## config.mk

```make
export PLATFORM = sky130hd
export DESIGN_NAME = ppc_port
export DESIGN_NICKNAME = d
export VERILOG_FILES = /design/src/logic/ppc_pkg.sv /design/src/logic/ppc_port.sv /design/src/logic/ppc_sync.sv
export VERILOG_INCLUDE_DIRS = /design/src /design/src/logic
export SDC_FILE = /design/constraint.sdc
export NUM_CORES = 1
export LEC_CHECK = 0
export BUFFER_PORTS_ARGS = -buffer_cell sky130_fd_sc_hd__buf_2
export CAP_MARGIN = 20
export CORE_UTILIZATION = 53
export DETAILED_ROUTE_END_ITERATION = 8
export GPL_TIMING_DRIVEN = 0
export PLACE_DENSITY = 0.78
export SLEW_MARGIN = 30
export SYNTH_ARGS = -nofsm -noshare
export SYNTH_HDL_FRONTEND = slang
export SYNTH_SLANG_ARGS = --single-unit
```

## constraint.sdc

```tcl
create_clock -name core_clk_i -period 1.7 [get_ports core_clk_i]
set_input_delay 0.085 -clock core_clk_i [delete_from_list [all_inputs] [get_ports core_clk_i]]
set_output_delay 0.085 -clock core_clk_i [all_outputs]
set_load 0.02 [all_outputs]
```

## src/logic/ppc_cfg.svh

```systemverilog
`ifndef PPC_CFG_SVH
`define PPC_CFG_SVH

// Register addresses (8-bit address space)
`define PPC_ADDR_PORT      8'h06
`define PPC_ADDR_IRQCTL    8'h0b
`define PPC_ADDR_OPTION    8'h81
`define PPC_ADDR_DIR       8'h86
`define PPC_ADDR_ISTAT     8'h90
`define PPC_ADDR_IMASK     8'h91

// Reset values
`define PPC_RST_OPTION     8'hff
`define PPC_RST_DIR        8'hff
`define PPC_RST_IRQCTL     8'h00
`define PPC_RST_LATCH      8'h00
`define PPC_RST_ISTAT      2'h0
`define PPC_RST_IMASK      2'h0

// Field positions
`define PPC_OPT_PULLUP_N   7
`define PPC_IC_GIE         7
`define PPC_IC_PCE         3
`define PPC_IC_PCF         0
`define PPC_IST_CHANGE     0
`define PPC_IST_WAKE       1

// Upper pin range that takes part in change detection
`define PPC_CHG_LO         4
`define PPC_CHG_HI         7

`endif

```

## src/logic/ppc_pkg.sv

```systemverilog
package ppc_pkg;
  typedef logic [7:0] ppc_byte_t;
  typedef logic [1:0] ppc_evt_t;
endpackage : ppc_pkg

```

## src/logic/ppc_port.sv

```systemverilog
// How it works
// Direction one puts pin driver in high-Z
// Direction zero drives pin from latch
// Port read gives pins, write sets latch
// Port write merges sampled pins into latch
// Clearing option bit 7 enables pull-ups
// Output pins never get pull-up
// Pull-ups off after power-on reset
// Only upper input pins compared
// Mismatch versus snapshot sets change flag
// Pin change wakes device from sleep
// Any port access refreshes snapshot
// Persisting mismatch keeps setting flag
// Change during port read may be missed
// Software should avoid polling with change irq
// Flag sets regardless of enables
// Global enable gates core_irq_o (irq_o is not gated), resets clear
// Request needs flag, enable and global
// Pins synchronised before any use
`timescale 1ns/1ns
`include "ppc_cfg.svh"
module ppc_port
  import ppc_pkg::*;
(
  input  wire logic      core_clk_i,
  input  wire logic      rst_n_i,
  input  wire logic [7:0] addr_i,
  input  wire ppc_byte_t wdata_i,
  input  wire logic      wr_i,
  input  wire logic      rd_i,
  output ppc_byte_t      rdata_o,
  input  wire ppc_byte_t pin_i,
  output ppc_byte_t      pin_o,
  output ppc_byte_t      pin_oe_o,
  output ppc_byte_t      pullup_en_o,
  input  wire logic      sleep_i,
  output logic           wake_o,
  output logic           core_irq_o,
  output logic           irq_o
);

  // ----------------------------------------------------------------
  // Pin synchroniser
  // ----------------------------------------------------------------
  ppc_byte_t pin_s;

  ppc_sync u_sync (
    .core_clk_i (core_clk_i),
    .rst_n_i    (rst_n_i),
    .async_i    (pin_i),
    .sync_o     (pin_s)
  );

  // ----------------------------------------------------------------
  // Address decode
  // ----------------------------------------------------------------
  logic wr_port;
  logic rd_port;
  logic wr_dir;
  logic wr_opt;
  logic wr_ic;
  logic wr_ist;
  logic wr_imk;

  assign wr_port = wr_i && (addr_i == `PPC_ADDR_PORT);
  assign rd_port = rd_i && (addr_i == `PPC_ADDR_PORT);
  assign wr_dir  = wr_i && (addr_i == `PPC_ADDR_DIR);
  assign wr_opt  = wr_i && (addr_i == `PPC_ADDR_OPTION);
  assign wr_ic   = wr_i && (addr_i == `PPC_ADDR_IRQCTL);
  assign wr_ist  = wr_i && (addr_i == `PPC_ADDR_ISTAT);
  assign wr_imk  = wr_i && (addr_i == `PPC_ADDR_IMASK);

  // ----------------------------------------------------------------
  // Change detection
  // ----------------------------------------------------------------
  ppc_byte_t latch_r, latch_nxt;
  ppc_byte_t dir_r, dir_nxt;
  ppc_byte_t opt_r, opt_nxt;
  ppc_byte_t snap_r, snap_nxt;
  ppc_byte_t ic_r, ic_nxt;
  ppc_evt_t  ist_r, ist_nxt;
  ppc_evt_t  imk_r, imk_nxt;
  ppc_byte_t rdata_r, rdata_nxt;
  ppc_evt_t  evt;
  logic      wake;
  logic [3:0] chg_bits;
  logic       mismatch;

  genvar gi;
  generate
    for (gi = `PPC_CHG_LO; gi <= `PPC_CHG_HI; gi++) begin : g_chg
      // Input pins only; outputs drop out of the comparison
      assign chg_bits[gi-`PPC_CHG_LO] =
        dir_r[gi] && (pin_s[gi] != snap_r[gi]);
    end
  endgenerate

  // Access cycle masks the compare, so a change landing here is lost
  assign mismatch = (|chg_bits) && !(rd_port || wr_port);

  // ----------------------------------------------------------------
  // Port state
  // ----------------------------------------------------------------
  assign wake = mismatch && sleep_i;
  assign evt  = {wake, mismatch};

  always_comb begin
    latch_nxt = latch_r;
    dir_nxt   = dir_r;
    opt_nxt   = opt_r;
    snap_nxt  = snap_r;
    ic_nxt    = ic_r;
    ist_nxt   = ist_r;
    imk_nxt   = imk_r;
    if (wr_port) begin
      // Sampled pins on inputs, written data on outputs
      latch_nxt = (wdata_i & ~dir_r) | (pin_s & dir_r);
      snap_nxt  = pin_s;
    end
    if (rd_port) begin
      snap_nxt = pin_s;
    end
    if (wr_dir) begin
      dir_nxt = wdata_i;
    end
    if (wr_opt) begin
      opt_nxt = wdata_i;
    end
    if (wr_ic) begin
      ic_nxt = wdata_i;
    end
    // Hardware set wins over software clear
    if (mismatch) begin
      ic_nxt[`PPC_IC_PCF] = 1'b1;
    end
    if (wr_imk) begin
      imk_nxt = wdata_i[1:0];
    end
    if (wr_ist) begin
      ist_nxt = ist_r & ~wdata_i[1:0];
    end
    ist_nxt = ist_nxt | evt;
  end

  always_comb begin
    unique case (addr_i)
      `PPC_ADDR_PORT:   rdata_nxt = pin_s;
      `PPC_ADDR_DIR:    rdata_nxt = dir_r;
      `PPC_ADDR_OPTION: rdata_nxt = opt_r;
      `PPC_ADDR_IRQCTL: rdata_nxt = ic_r;
      `PPC_ADDR_ISTAT:  rdata_nxt = {6'h00, ist_r};
      `PPC_ADDR_IMASK:  rdata_nxt = {6'h00, imk_r};
      default:          rdata_nxt = 8'h00;
    endcase
    if (!rd_i) begin
      rdata_nxt = 8'h00;
    end
  end

  always_ff @(posedge core_clk_i) begin
    if (!rst_n_i) begin
      latch_r <= `PPC_RST_LATCH;
      dir_r   <= `PPC_RST_DIR;
      opt_r   <= `PPC_RST_OPTION;
      snap_r  <= 8'h00;
      ic_r    <= `PPC_RST_IRQCTL;
      ist_r   <= `PPC_RST_ISTAT;
      imk_r   <= `PPC_RST_IMASK;
      rdata_r <= 8'h00;
    end else begin
      latch_r <= latch_nxt;
      dir_r   <= dir_nxt;
      opt_r   <= opt_nxt;
      snap_r  <= snap_nxt;
      ic_r    <= ic_nxt;
      ist_r   <= ist_nxt;
      imk_r   <= imk_nxt;
      rdata_r <= rdata_nxt;
    end
  end

  // ----------------------------------------------------------------
  // Pin drive and outputs
  // ----------------------------------------------------------------
  assign pin_o       = latch_r;
  assign pin_oe_o    = ~dir_r;
  assign pullup_en_o = dir_r &
    {8{~opt_r[`PPC_OPT_PULLUP_N]}};
  assign rdata_o     = rdata_r;
  assign wake_o      = ist_r[`PPC_IST_WAKE];
  assign core_irq_o  = ic_r[`PPC_IC_GIE] && ic_r[`PPC_IC_PCE] &&
                       ic_r[`PPC_IC_PCF];
  assign irq_o       = |(ist_r & imk_r);

endmodule : ppc_port

```

## src/logic/ppc_sync.sv

```systemverilog
`timescale 1ns/1ns
module ppc_sync
  import ppc_pkg::*;
(
  input  wire logic      core_clk_i,
  input  wire logic      rst_n_i,
  input  wire ppc_byte_t async_i,
  output ppc_byte_t      sync_o
);

  ppc_byte_t meta_r;
  ppc_byte_t meta_nxt;
  ppc_byte_t sync_r;
  ppc_byte_t sync_nxt;

  always_comb begin
    meta_nxt = async_i;
    sync_nxt = meta_r;
  end

  always_ff @(posedge core_clk_i) begin
    if (!rst_n_i) begin
      meta_r <= 8'h00;
      sync_r <= 8'h00;
    end else begin
      meta_r <= meta_nxt;
      sync_r <= sync_nxt;
    end
  end

  assign sync_o = sync_r;

endmodule : ppc_sync

```

==> results of run 1 <==
==> worst min-delay path, stage by stage <==
cell	delay, ns
buf_2	0.11
mux2i_1	0.07
nand2_1	0.06
==> power by group <==
| group | internal [mW] | total, mW | switching (mW) | leakage (nW) |
|---|---|---|---|---|
| clock | 0.582 | 1.09 | 0.513 | 0.0842 |
| combinational | 0.111 | 0.228 | 0.117 | 1.17 |
| sequential | 1.53 | 1.54 | 0.0177 | 0.520 |
| total | 2.22 | 2.87 | 0.648 | 1.77 |
==> cells in the final DEF (no fill, tap or decap), drive strengths merged, types with 3 or more instances in the layout <==
master / instances
a22oi: 10
dlygate4sd3: 9
inv: 8
a22o: 16
and2: 19
nor4: 3
dfxtp: 64
nor2b: 22
clkbuf: 21
nor3: 7
buf: 66
nand2: 22
mux2i: 39
nor2: 9
a31oi: 4
mux2: 9
==> area by class of cell <==
class,instances,area share (%)
Multi-Input combinational cell,188,41.8
Sequential cell,64,36.9
Timing Repair Buffer,68,11.1
Clock buffer,12,4.47
Tap cell,70,2.52
Buffer,16,2.23
Inverter,8,0.865
Clock inverter,1,0.144
==> cells by family (layout without fill, tap and decap cells) <==
family / after synthesis / in the layout / share of synthesized area (%)
AOI/OAI and AO/OA: 35 / 35 / 10.0
and+or+nand+nor: 101 / 101 / 22.4
DFF: 64 / 64 / 45.1
xor gates and xnor gates: 4 / 4 / 1.23
buffers and inverters: 24 / 105 / 3.79
muxes: 48 / 48 / 17.4
==> how the worst max path moves through the flow <==
stage,from,to,slack [ns],cells past startpoint
after floorplan,addr_i[4],ic_r[0]$_SDFFE_PN0P_,0.25,5
after global placement,addr_i[1],opt_r[1]$_SDFFE_PN1P_,0.009,5
after detailed placement,addr_i[1],opt_r[5]$_SDFFE_PN1P_,-0.08,5
after CTS,opt_r[7]$_SDFFE_PN1P_,pullup_en_o[6],0.27,3
after global routing,addr_i[0],opt_r[2]$_SDFFE_PN1P_,0.15,5
final,opt_r[7]$_SDFFE_PN1P_,pullup_en_o[2],0.25,3
==> state kept, by name (all words and copies together), names as in the netlist <==
signal         flops
opt_r              8
pin_o              8
dir_r              8
u_sync.sync_o      8
u_sync.meta_r      8
rdata_o            8
snap_r             4
ic_r               8
ist_r              2
imk_r              2
==> routing by layer <==
layer / vias to the layer above / global-route usage (%)
met2: 75 / 37.5
li1: 1125 / -
met5: - / 0
met3: 14 / 6.56
met4: 0 / 9.67
met1: 1027 / 31.4
==> metrics, run 1 <==
final hold violation count=0; crit path cell chain=clkbuf_1, nor2_1, buf_2; Pwr Total=2.87 mW; max layer used=met4; total congestion overflow=0; number of flops mapped to enable cells by yosys=0; Post-CTS Hold Buffers=9; Cell Pwr Density=826 nW/um^2; CP Launch Type=register; max incr delay on CP=0.43 ns; endpoint of the lowest-slack register-to-register path=ist_r[1]$_SDFF_PN0_; Worst IR Drop VDD=0.755 mV; Worst Hold Slack=0.0178 ns; Detail Route Antenna Nets=0; Global Route Usage Sum=23.9%; RSZ-0062 raised after global routing=false; post-synthesis sequential area ratio=45.1%; hold path depth=3; wire length on met2=2980 um; Synth top cells by count=dfxtp_1, mux2i_1, nand2_1, nor2b_1, and2_1; fmax=0.688 GHz; critical-path maximum fanout=10; Clock transition at path regs=0.06 ns; fin crit period=1.45 ns; postcts setup bufs=0; drt initial violations=139; top cells by area, synth=dfxtp_1, mux2i_1, a22o_1; met3 wire length=364 um; DRT Pass-1 Iters=4; post_cts resized=0; Die Y=75.2 um; IO Pins=64; worst r2r src=u_sync.sync_o[6]$_SDFF_PN0_; row cnt=26; storage element area=1280 um^2; syn_nets=305; first-pass GRT wire length=9670 um; final worst-path setup slack=0.246 ns; area leader, netlist=dfxtp_1; reg2reg path depth=4; hold endpoint=dir_r[5]$_SDFFE_PN1P_; Area growth syn-to-layout=22.3%; ys async rst share=0%; max-cap viol count=0; ys flop type=dfxtp_1; clock buffer depth=2; FILL cells=431; vias in the first global route=2,001; largest net degree at the start of global routing=11; H-tree levels=3; DIE WIDTH=75.2 um; placer congestion estimate=0.827; Hold Startpoint=wdata_i[5]; Placed Area=3220 um^2; Crit path required time=1.62 ns; Metal-1 WL=2880 um; Slew headroom=56.5%; TritonCTS clock tree=built; Via density=5.25; Core Util, Final=67.6%; clk sinks=64; Place WS=-0.0768 ns; flops & latches, synth=64; Worst Path Arrival=1.37 ns; final std cells w/o fill=427; element type at the critical path end=output pin; area fraction of the dominant cell type after synthesis=45.1%; DP HPWL=4510 um; Setup violations, final=0; Slew Limit Fails=0; status=finished, final reports clean; share of layout cells above drive strength 1=28.3%; crit share post-route=85.5%; Remaining DRCs=0; critical path class=reg2out; post-route cell area=3470 um^2; dpl cells=405; synthesized area per cell=10.3 um^2; Root Driver=clkbuf_8; DR vias=2,241; Inserted Clock Buffers=9; Syn Std Cell Area=2840 um^2; # port buffers=59; initial antenna violation count=0; delay-heaviest family, CP=buffers and inverters; reg-to-reg setup timing slack=0.33 ns; worst slew pin tran=0.650 ns; Core Area=5140 um^2; antenna diode count=0; top-count cell post-synth=dfxtp_1; crit path max-delay cell type=clkbuf_1; setup TNS=0 ns; routed len/inst=14.9 um; Synth cell types=43; Die ar.=5660 um^2; number of synthesis warnings=0; Starting Density=55.3%; WL final=6360 um; Worst Hold Class=in2reg; Final nets=384; clock latency on the worst-skew pair=0.34 ns; Cells after Synth=276; leakage=1.77 nW; Clock Skew=0.00527 ns; area of the multi-input gates=1450 um^2; WP buf/inv=2
Power figures use the tool's default switching activity.
==> run 2: changes to the inputs <==
--- a/config.mk
+++ b/config.mk
@@ -6,12 +6,13 @@
 export SDC_FILE = /design/constraint.sdc
 export NUM_CORES = 1
 export LEC_CHECK = 0
+export ABC_AREA = 1
 export BUFFER_PORTS_ARGS = -buffer_cell sky130_fd_sc_hd__buf_2
 export CAP_MARGIN = 20
-export CORE_UTILIZATION = 53
+export CORE_UTILIZATION = 45
 export DETAILED_ROUTE_END_ITERATION = 8
 export GPL_TIMING_DRIVEN = 0
-export PLACE_DENSITY = 0.78
+export PLACE_DENSITY = 0.68
 export SLEW_MARGIN = 30
 export SYNTH_ARGS = -nofsm -noshare
 export SYNTH_HDL_FRONTEND = slang
==> run 2 against run 1 <==
Net effect:
- routed wire length increased by 15%
- synthesized cell count rose by 46%
- cell area up 6.8%
- register-to-register slack better by 0.20 ns
- flip-flop and latch count unchanged
- count of clock-buffer cells in the layout decreased by 2
- core utilization shrank 8.8 points
- largest power group is now clock
==> metrics, run 2 <==
status=finished, final reports clean (unchanged); most frequent cells in the layout=nand2_1, nor2_1, buf_2, dfxtp_1, inv_1 (was dfxtp_1, buf_2, mux2i_1, nand2_1, nor2b_1); Global Route Usage Sum=24.3% (was 23.9%); CP Launch Type=register (unchanged); syn_nets=433 (was 305); Area growth syn-to-layout=26.9% (was 22.3%); share of layout cells above drive strength 1=23.6% (was 28.3%); final hold violation count=0 (unchanged); crit path cell chain=clkbuf_1, nor2_1, buf_2 (unchanged); postcts setup bufs=0 (unchanged); Worst IR Drop VDD=0.561 mV (was 0.755 mV); DRT Pass-1 Iters=4 (unchanged); Root Driver=clkbuf_8 (unchanged); DR vias=2,827 (was 2,241); Crit path required time=1.62 ns (about the same); IO Pins=64 (unchanged); synthesized area per cell=7.24 um^2 (was 10.3 um^2); max incr delay on CP=0.46 ns (was 0.43 ns); Die Y=82.6 um (was 75.2 um); commonest non-fill, non-tap cell in the layout=nand2_1 (was dfxtp_1); met3 wire length=426 um (was 364 um); Clock transition at path regs=0.07 ns (was 0.06 ns); setup TNS=0 ns (unchanged); # port buffers=61 (was 59); max layer used=met4 (unchanged); drt initial violations=137 (was 139); Synth cell types=25 (was 43); Via density=4.93 (was 5.25); Synth top cells by count=nand2_1, nor2_1, dfxtp_1 (was dfxtp_1, mux2i_1, nand2_1, nor2b_1, and2_1); Metal-1 WL=3390 um (was 2880 um); Core Area=6310 um^2 (was 5140 um^2); row cnt=29 (was 26); max-cap viol count=0 (unchanged); ys async rst share=0% (unchanged); critical-path maximum fanout=10 (unchanged); Slew Limit Fails=0 (unchanged); area leader, netlist=dfxtp_1 (unchanged); Worst Hold Class=in2reg (unchanged); top cells by area, synth=dfxtp_1, nand2_1, nor2_1 (was dfxtp_1, mux2i_1, a22o_1); top-count cell post-synth=nand2_1 (was dfxtp_1); Cell Pwr Density=894 nW/um^2 (was 826 nW/um^2); WL final=7340 um (was 6360 um); fmax=0.670 GHz (was 0.688 GHz); worst r2r src=opt_r[7]$_SDFFE_PN1P_ (was u_sync.sync_o[6]$_SDFF_PN0_); first-pass GRT wire length=12,100 um (was 9670 um); largest net degree at the start of global routing=12 (was 11); crit share post-route=87.8% (was 85.5%); Remaining DRCs=0 (unchanged); flops & latches, synth=64 (unchanged); antenna diode count=0 (unchanged); crit path max-delay cell type=clkbuf_1 (unchanged); leakage=2.01 nW (was 1.77 nW); Slew headroom=60.2% (was 56.5%); Inserted Clock Buffers=9 (unchanged); Syn Std Cell Area=2920 um^2 (was 2840 um^2); Cells after Synth=404 (was 276); DIE WIDTH=82.6 um (was 75.2 um); clk sinks=64 (unchanged); vias in the first global route=2,586 (was 2,001); fin crit period=1.49 ns (was 1.45 ns); post_cts resized=0 (unchanged); Die ar.=6820 um^2 (was 5660 um^2); FILL cells=616 (was 431); clock buffer depth=2 (unchanged); Clock Skew=0.00788 ns (was 0.00527 ns); Worst Path Arrival=1.41 ns (was 1.37 ns); ys flop type=dfxtp_1 (unchanged); DP HPWL=5360 um (was 4510 um); clock latency on the worst-skew pair=0.34 ns (about the same); area fraction of the dominant cell type after synthesis=43.8% (was 45.1%); total congestion overflow=0 (unchanged); Final nets=520 (was 384); number of synthesis warnings=0 (unchanged); Placed Area=3330 um^2 (was 3220 um^2); critical path class=reg2out (unchanged); routed len/inst=12.8 um (was 14.9 um); TritonCTS clock tree=built (unchanged); Starting Density=46.3% (was 55.3%); worst slew pin tran=0.597 ns (was 0.650 ns); post-route cell area=3710 um^2 (was 3470 um^2); Hold Startpoint=wdata_i[1] (was wdata_i[5]); Setup crit start=opt_r[7]$_SDFFE_PN1P_ (unchanged); element type at the critical path end=output pin (unchanged); wire length on met2=3390 um (was 2980 um); placer congestion estimate=0.868 (was 0.827); number of flops mapped to enable cells by yosys=0 (unchanged); post-synthesis sequential area ratio=43.8% (was 45.1%); Post-CTS Hold Buffers=15 (was 9); Setup violations, final=0 (unchanged); Detail Route Antenna Nets=0 (unchanged); RSZ-0062 raised after global routing=false (unchanged); initial antenna violation count=0 (unchanged); H-tree levels=3 (unchanged)
## run 2: changes by cell type after synthesis, moves of 15 or more
cell and delta:
mux2i_1 -39, o21ai_0 +33, nor2_1 +58, a22o_1 -15, nand2_1 +70, inv_1 +47
nor2b_1 -22, a21oi_1 +18, and2_1 -18, nand3_1 +20
## run 2: cell type report
type	instances	area, um^2	area share (%)
buffer	11	75.1	2.02
clock buffer	10	128	3.44
clock inverter	6	108	2.90
inverter	57	214	5.77
multi-input combinational	272	1350	36.5
sequential	64	1280	34.5
tap	77	96.3	2.60
timing repair buffer	76	455	12.3
## run 2: path summary, 6_finish.rpt
path	cells past startpoint	endpoint	slack (ns)
worst max-delay path	3	pullup_en_o[6]	0.21
worst min-delay path	3	dir_r[1]$_SDFFE_PN1P_	0.05
worst max register to register	5	rdata_o[7]$_SDFF_PN0_	0.53
worst min register to register	2	u_sync.sync_o[2]$_SDFF_PN0_	0.41
## run 2: through the flow
stage / util [%] / setup WS [ns] / power (mW) / hold WS [ns] / cells
finish: 58.8 / 0.208 / 3.32 / 0.0538 / 573
global route: 58.8 / 0.0878 / 3.44 / 0.0632 / 573
CTS: 58.8 / 0.193 / 3.34 / 0.0244 / 573
detailed placement: 52.7 / 0.260 / 1.78 / 0.270 / 542
global placement: 52.7 / 0.290 / 1.78 / 0.266 / 542
floorplan: - / 0.644 / 1.69 / 0.183 / 404
## run 2: routing by layer
layer / vias up / global-route usage (%)
met5: - / 0
met4: 0 / 9.14
met3: 11 / 5.82
met2: 72 / 40.5
met1: 1303 / 30.4
li1: 1441 / -
## run 2: worst max-delay path: cells and delay by family, from the launching register on
kind	cells	cell delay [ns]
flip-flops	1	0.31
buffers and inverters	2	0.64
AND/OR/NAND/NOR	1	0.11
## run 2: power by group
part,total (mW),internal [mW],switching (mW)
Clock,1.55,0.969,0.577
Combinational,0.228,0.0895,0.139
Sequential,1.54,1.53,0.0175
Total,3.32,2.58,0.733
## run 2: cell families after synthesis
kind of cell	count (synthesis)	share of synthesized area, %
AO/OA/AOI/OAI	76	16.2
buffers and inverters	68	9.88
flip-flops	64	43.8
AND/OR/NAND/NOR	196	30.1
==> run 3: changes to the inputs <==
--- a/config.mk
+++ b/config.mk
@@ -13,6 +13,7 @@
 export DETAILED_ROUTE_END_ITERATION = 8
 export GPL_TIMING_DRIVEN = 0
 export PLACE_DENSITY = 0.68
+export SETUP_SLACK_MARGIN = 0.5
 export SLEW_MARGIN = 30
 export SYNTH_ARGS = -nofsm -noshare
 export SYNTH_HDL_FRONTEND = slang
==> run 3 against run 2 <==
Net effect:
- power up 0.37%
- largest power group unchanged
- worst setup slack better by 0.30 ns
- cell area up 2.1%
- via count down 0.50%
- non-clock buffer count up 3
- count of clock-buffer cells in the layout unchanged
- hold slack worse by 0.0088 ns
- sequential power about the same
- first-iteration DRC count up 8.0%
- routed wire length up 1.3%
==> metrics, run 3 (synthesis gave the netlist of run 2 again) <==
critical path class=reg2out (unchanged); most frequent cells in the layout=nand2_1, nor2_1, dfxtp_1, inv_1, buf_2 (was nand2_1, nor2_1, buf_2, dfxtp_1, inv_1); Worst Hold Class=in2reg (unchanged); final worst-path setup slack=0.507 ns (was 0.208 ns); DR vias=2,813 (was 2,827); Slew headroom=62.8% (was 60.2%); row cnt=29 (unchanged); drt initial violations=148 (was 137); crit path max-delay cell type=dfxtp_1 (was clkbuf_1); Cell Pwr Density=879 nW/um^2 (was 894 nW/um^2); element type at the critical path end=output pin (unchanged); antenna diode count=0 (unchanged); leakage=2.03 nW (was 2.01 nW); H-tree levels=3 (unchanged); first-pass GRT wire length=12,000 um (was 12,100 um); DP HPWL=5360 um (unchanged); critical-path maximum fanout=10 (unchanged); internal power=2.59 mW (was 2.58 mW); routed len/inst=12.9 um (was 12.8 um); Detail Route Antenna Nets=0 (unchanged); setup TNS=0 ns (unchanged); Worst IR Drop VDD=0.561 mV (about the same); Core Area=6310 um^2 (unchanged); status=finished, final reports clean (unchanged); WL final=7440 um (was 7340 um); crit share post-route=70.2% (was 87.8%); Clock transition at path regs=0.07 ns (about the same); IO Pins=64 (unchanged); initial antenna violation count=0 (unchanged); final hold violation count=0 (unchanged); RSZ-0062 raised after global routing=true (was false); Inserted Clock Buffers=9 (unchanged); Final nets=523 (was 520); DRT Pass-1 Iters=4 (unchanged); clk sinks=64 (unchanged); fmax=0.838 GHz (was 0.670 GHz); clock latency on the worst-skew pair=0.35 ns (was 0.34 ns); vias in the first global route=2,569 (was 2,586); Starting Density=46.3% (unchanged); share of total power in sequential cells=46.4% (was 46.5%); Global Route Usage Sum=24.3% (about the same); DIE WIDTH=82.6 um (unchanged); Root Driver=clkbuf_8 (unchanged); clock share of power=46.7% (was 46.6%); commonest non-fill, non-tap cell in the layout=nand2_1 (unchanged); Crit path required time=1.62 ns (about the same); Slew Limit Fails=0 (unchanged); TritonCTS clock tree=built (unchanged); Via density=4.88 (was 4.93); clock buffer depth=2 (unchanged); crit path cell chain=clkbuf_8, nor2_1, buf_4 (was clkbuf_1, nor2_1, buf_2); fin crit period=1.19 ns (was 1.49 ns); total congestion overflow=0 (unchanged); worst slew pin tran=0.558 ns (was 0.597 ns); P_sw=0.744 mW (was 0.733 mW); Worst Path Arrival=1.11 ns (was 1.41 ns); Core Util, Final=60.0% (was 58.8%); Die ar.=6820 um^2 (unchanged); Place WS=0.260 ns (unchanged); Clock Skew=0.00895 ns (was 0.00788 ns); CP Launch Type=register (unchanged); Area growth syn-to-layout=29.5% (was 26.9%); max incr delay on CP=0.31 ns (was 0.46 ns); share of layout cells above drive strength 1=26.3% (was 23.6%); Pwr Total=3.33 mW (was 3.32 mW); Remaining DRCs=0 (unchanged); Die Y=82.6 um (unchanged); Setup violations, final=0 (unchanged); switching share of power=22.3% (was 22.1%); placer congestion estimate=0.868 (unchanged); largest net degree at the start of global routing=12 (unchanged); # port buffers=61 (unchanged); Combinational Power Share=6.9% (about the same); max-cap viol count=0 (unchanged)
## run 3: critical path: cells and delay by family, from the launching register on
family | cells | cell delay (ns)
flip-flops | 1 | 0.31
buffers and inverters | 2 | 0.32
AND/OR/NAND/NOR | 1 | 0.13
## run 3: path summary, 6_finish.rpt
| check | cells past startpoint | slack [ns] | endpoint | start |
|---|---|---|---|---|
| worst max-delay path | 3 | 0.51 | pullup_en_o[6] | opt_r[7]$_SDFFE_PN1P_ |
| worst min-delay path | 3 | 0.04 | dir_r[1]$_SDFFE_PN1P_ | wdata_i[1] |
| worst min register to register | 2 | 0.41 | u_sync.sync_o[2]$_SDFF_PN0_ | u_sync.meta_r[2]$_SDFF_PN0_ |
| worst max register to register | 7 | 0.65 | ic_r[0]$_SDFFE_PN0P_ | u_sync.sync_o[5]$_SDFF_PN0_ |
## run 3: area by class of cell
type	count	area (um^2)
multi-input combinational	272	1360
timing repair buffer	79	504
clock inverter	6	108
sequential	64	1290
inverter	57	214
clock buffer	10	128
buffer	11	85.1
fill	605	2530
tap	77	96.3
## run 3: what timing repair did
| item | CTS | global route |
|---|---|---|
| setup endpoints to repair | 8 | 14 |
| hold buffers | 15 | 0 |
| endpoints found under the hold margin | 15 | 0 |
| pin swaps | 0 | 1 |
| resized for setup | 6 | 17 |
| buffers inserted | 0 | 3 |
## run 3: power by group through the flow
stage	Clock (mW)	Combinational (mW)	Sequential (mW)
3_5_place_dp	0	0.202	1.58
3_3_place_gp	0	0.198	1.58
2_1_floorplan	0	0.119	1.58
5_1_grt	1.63	0.260	1.55
4_1_cts	1.56	0.229	1.54
6_report	1.56	0.230	1.54
## run 3: per-layer routing
metal  vias up  wire, um  GRT usage (%)
li1       1447         -              -
met1      1276      3380           30.4
met2        77      3470           40.8
met3        13       461           5.71
met4         0       126           8.28
met5         -         0              0
## run 3: stage by stage
step	hold slack, ns	cell area [um^2]	instances
after CTS	0.0244	3730	573
after detailed placement	0.270	3330	542
after global routing	0.0632	3790	576
after global placement	0.266	3330	542
after floorplan	0.183	2920	404
final	0.0450	3790	576
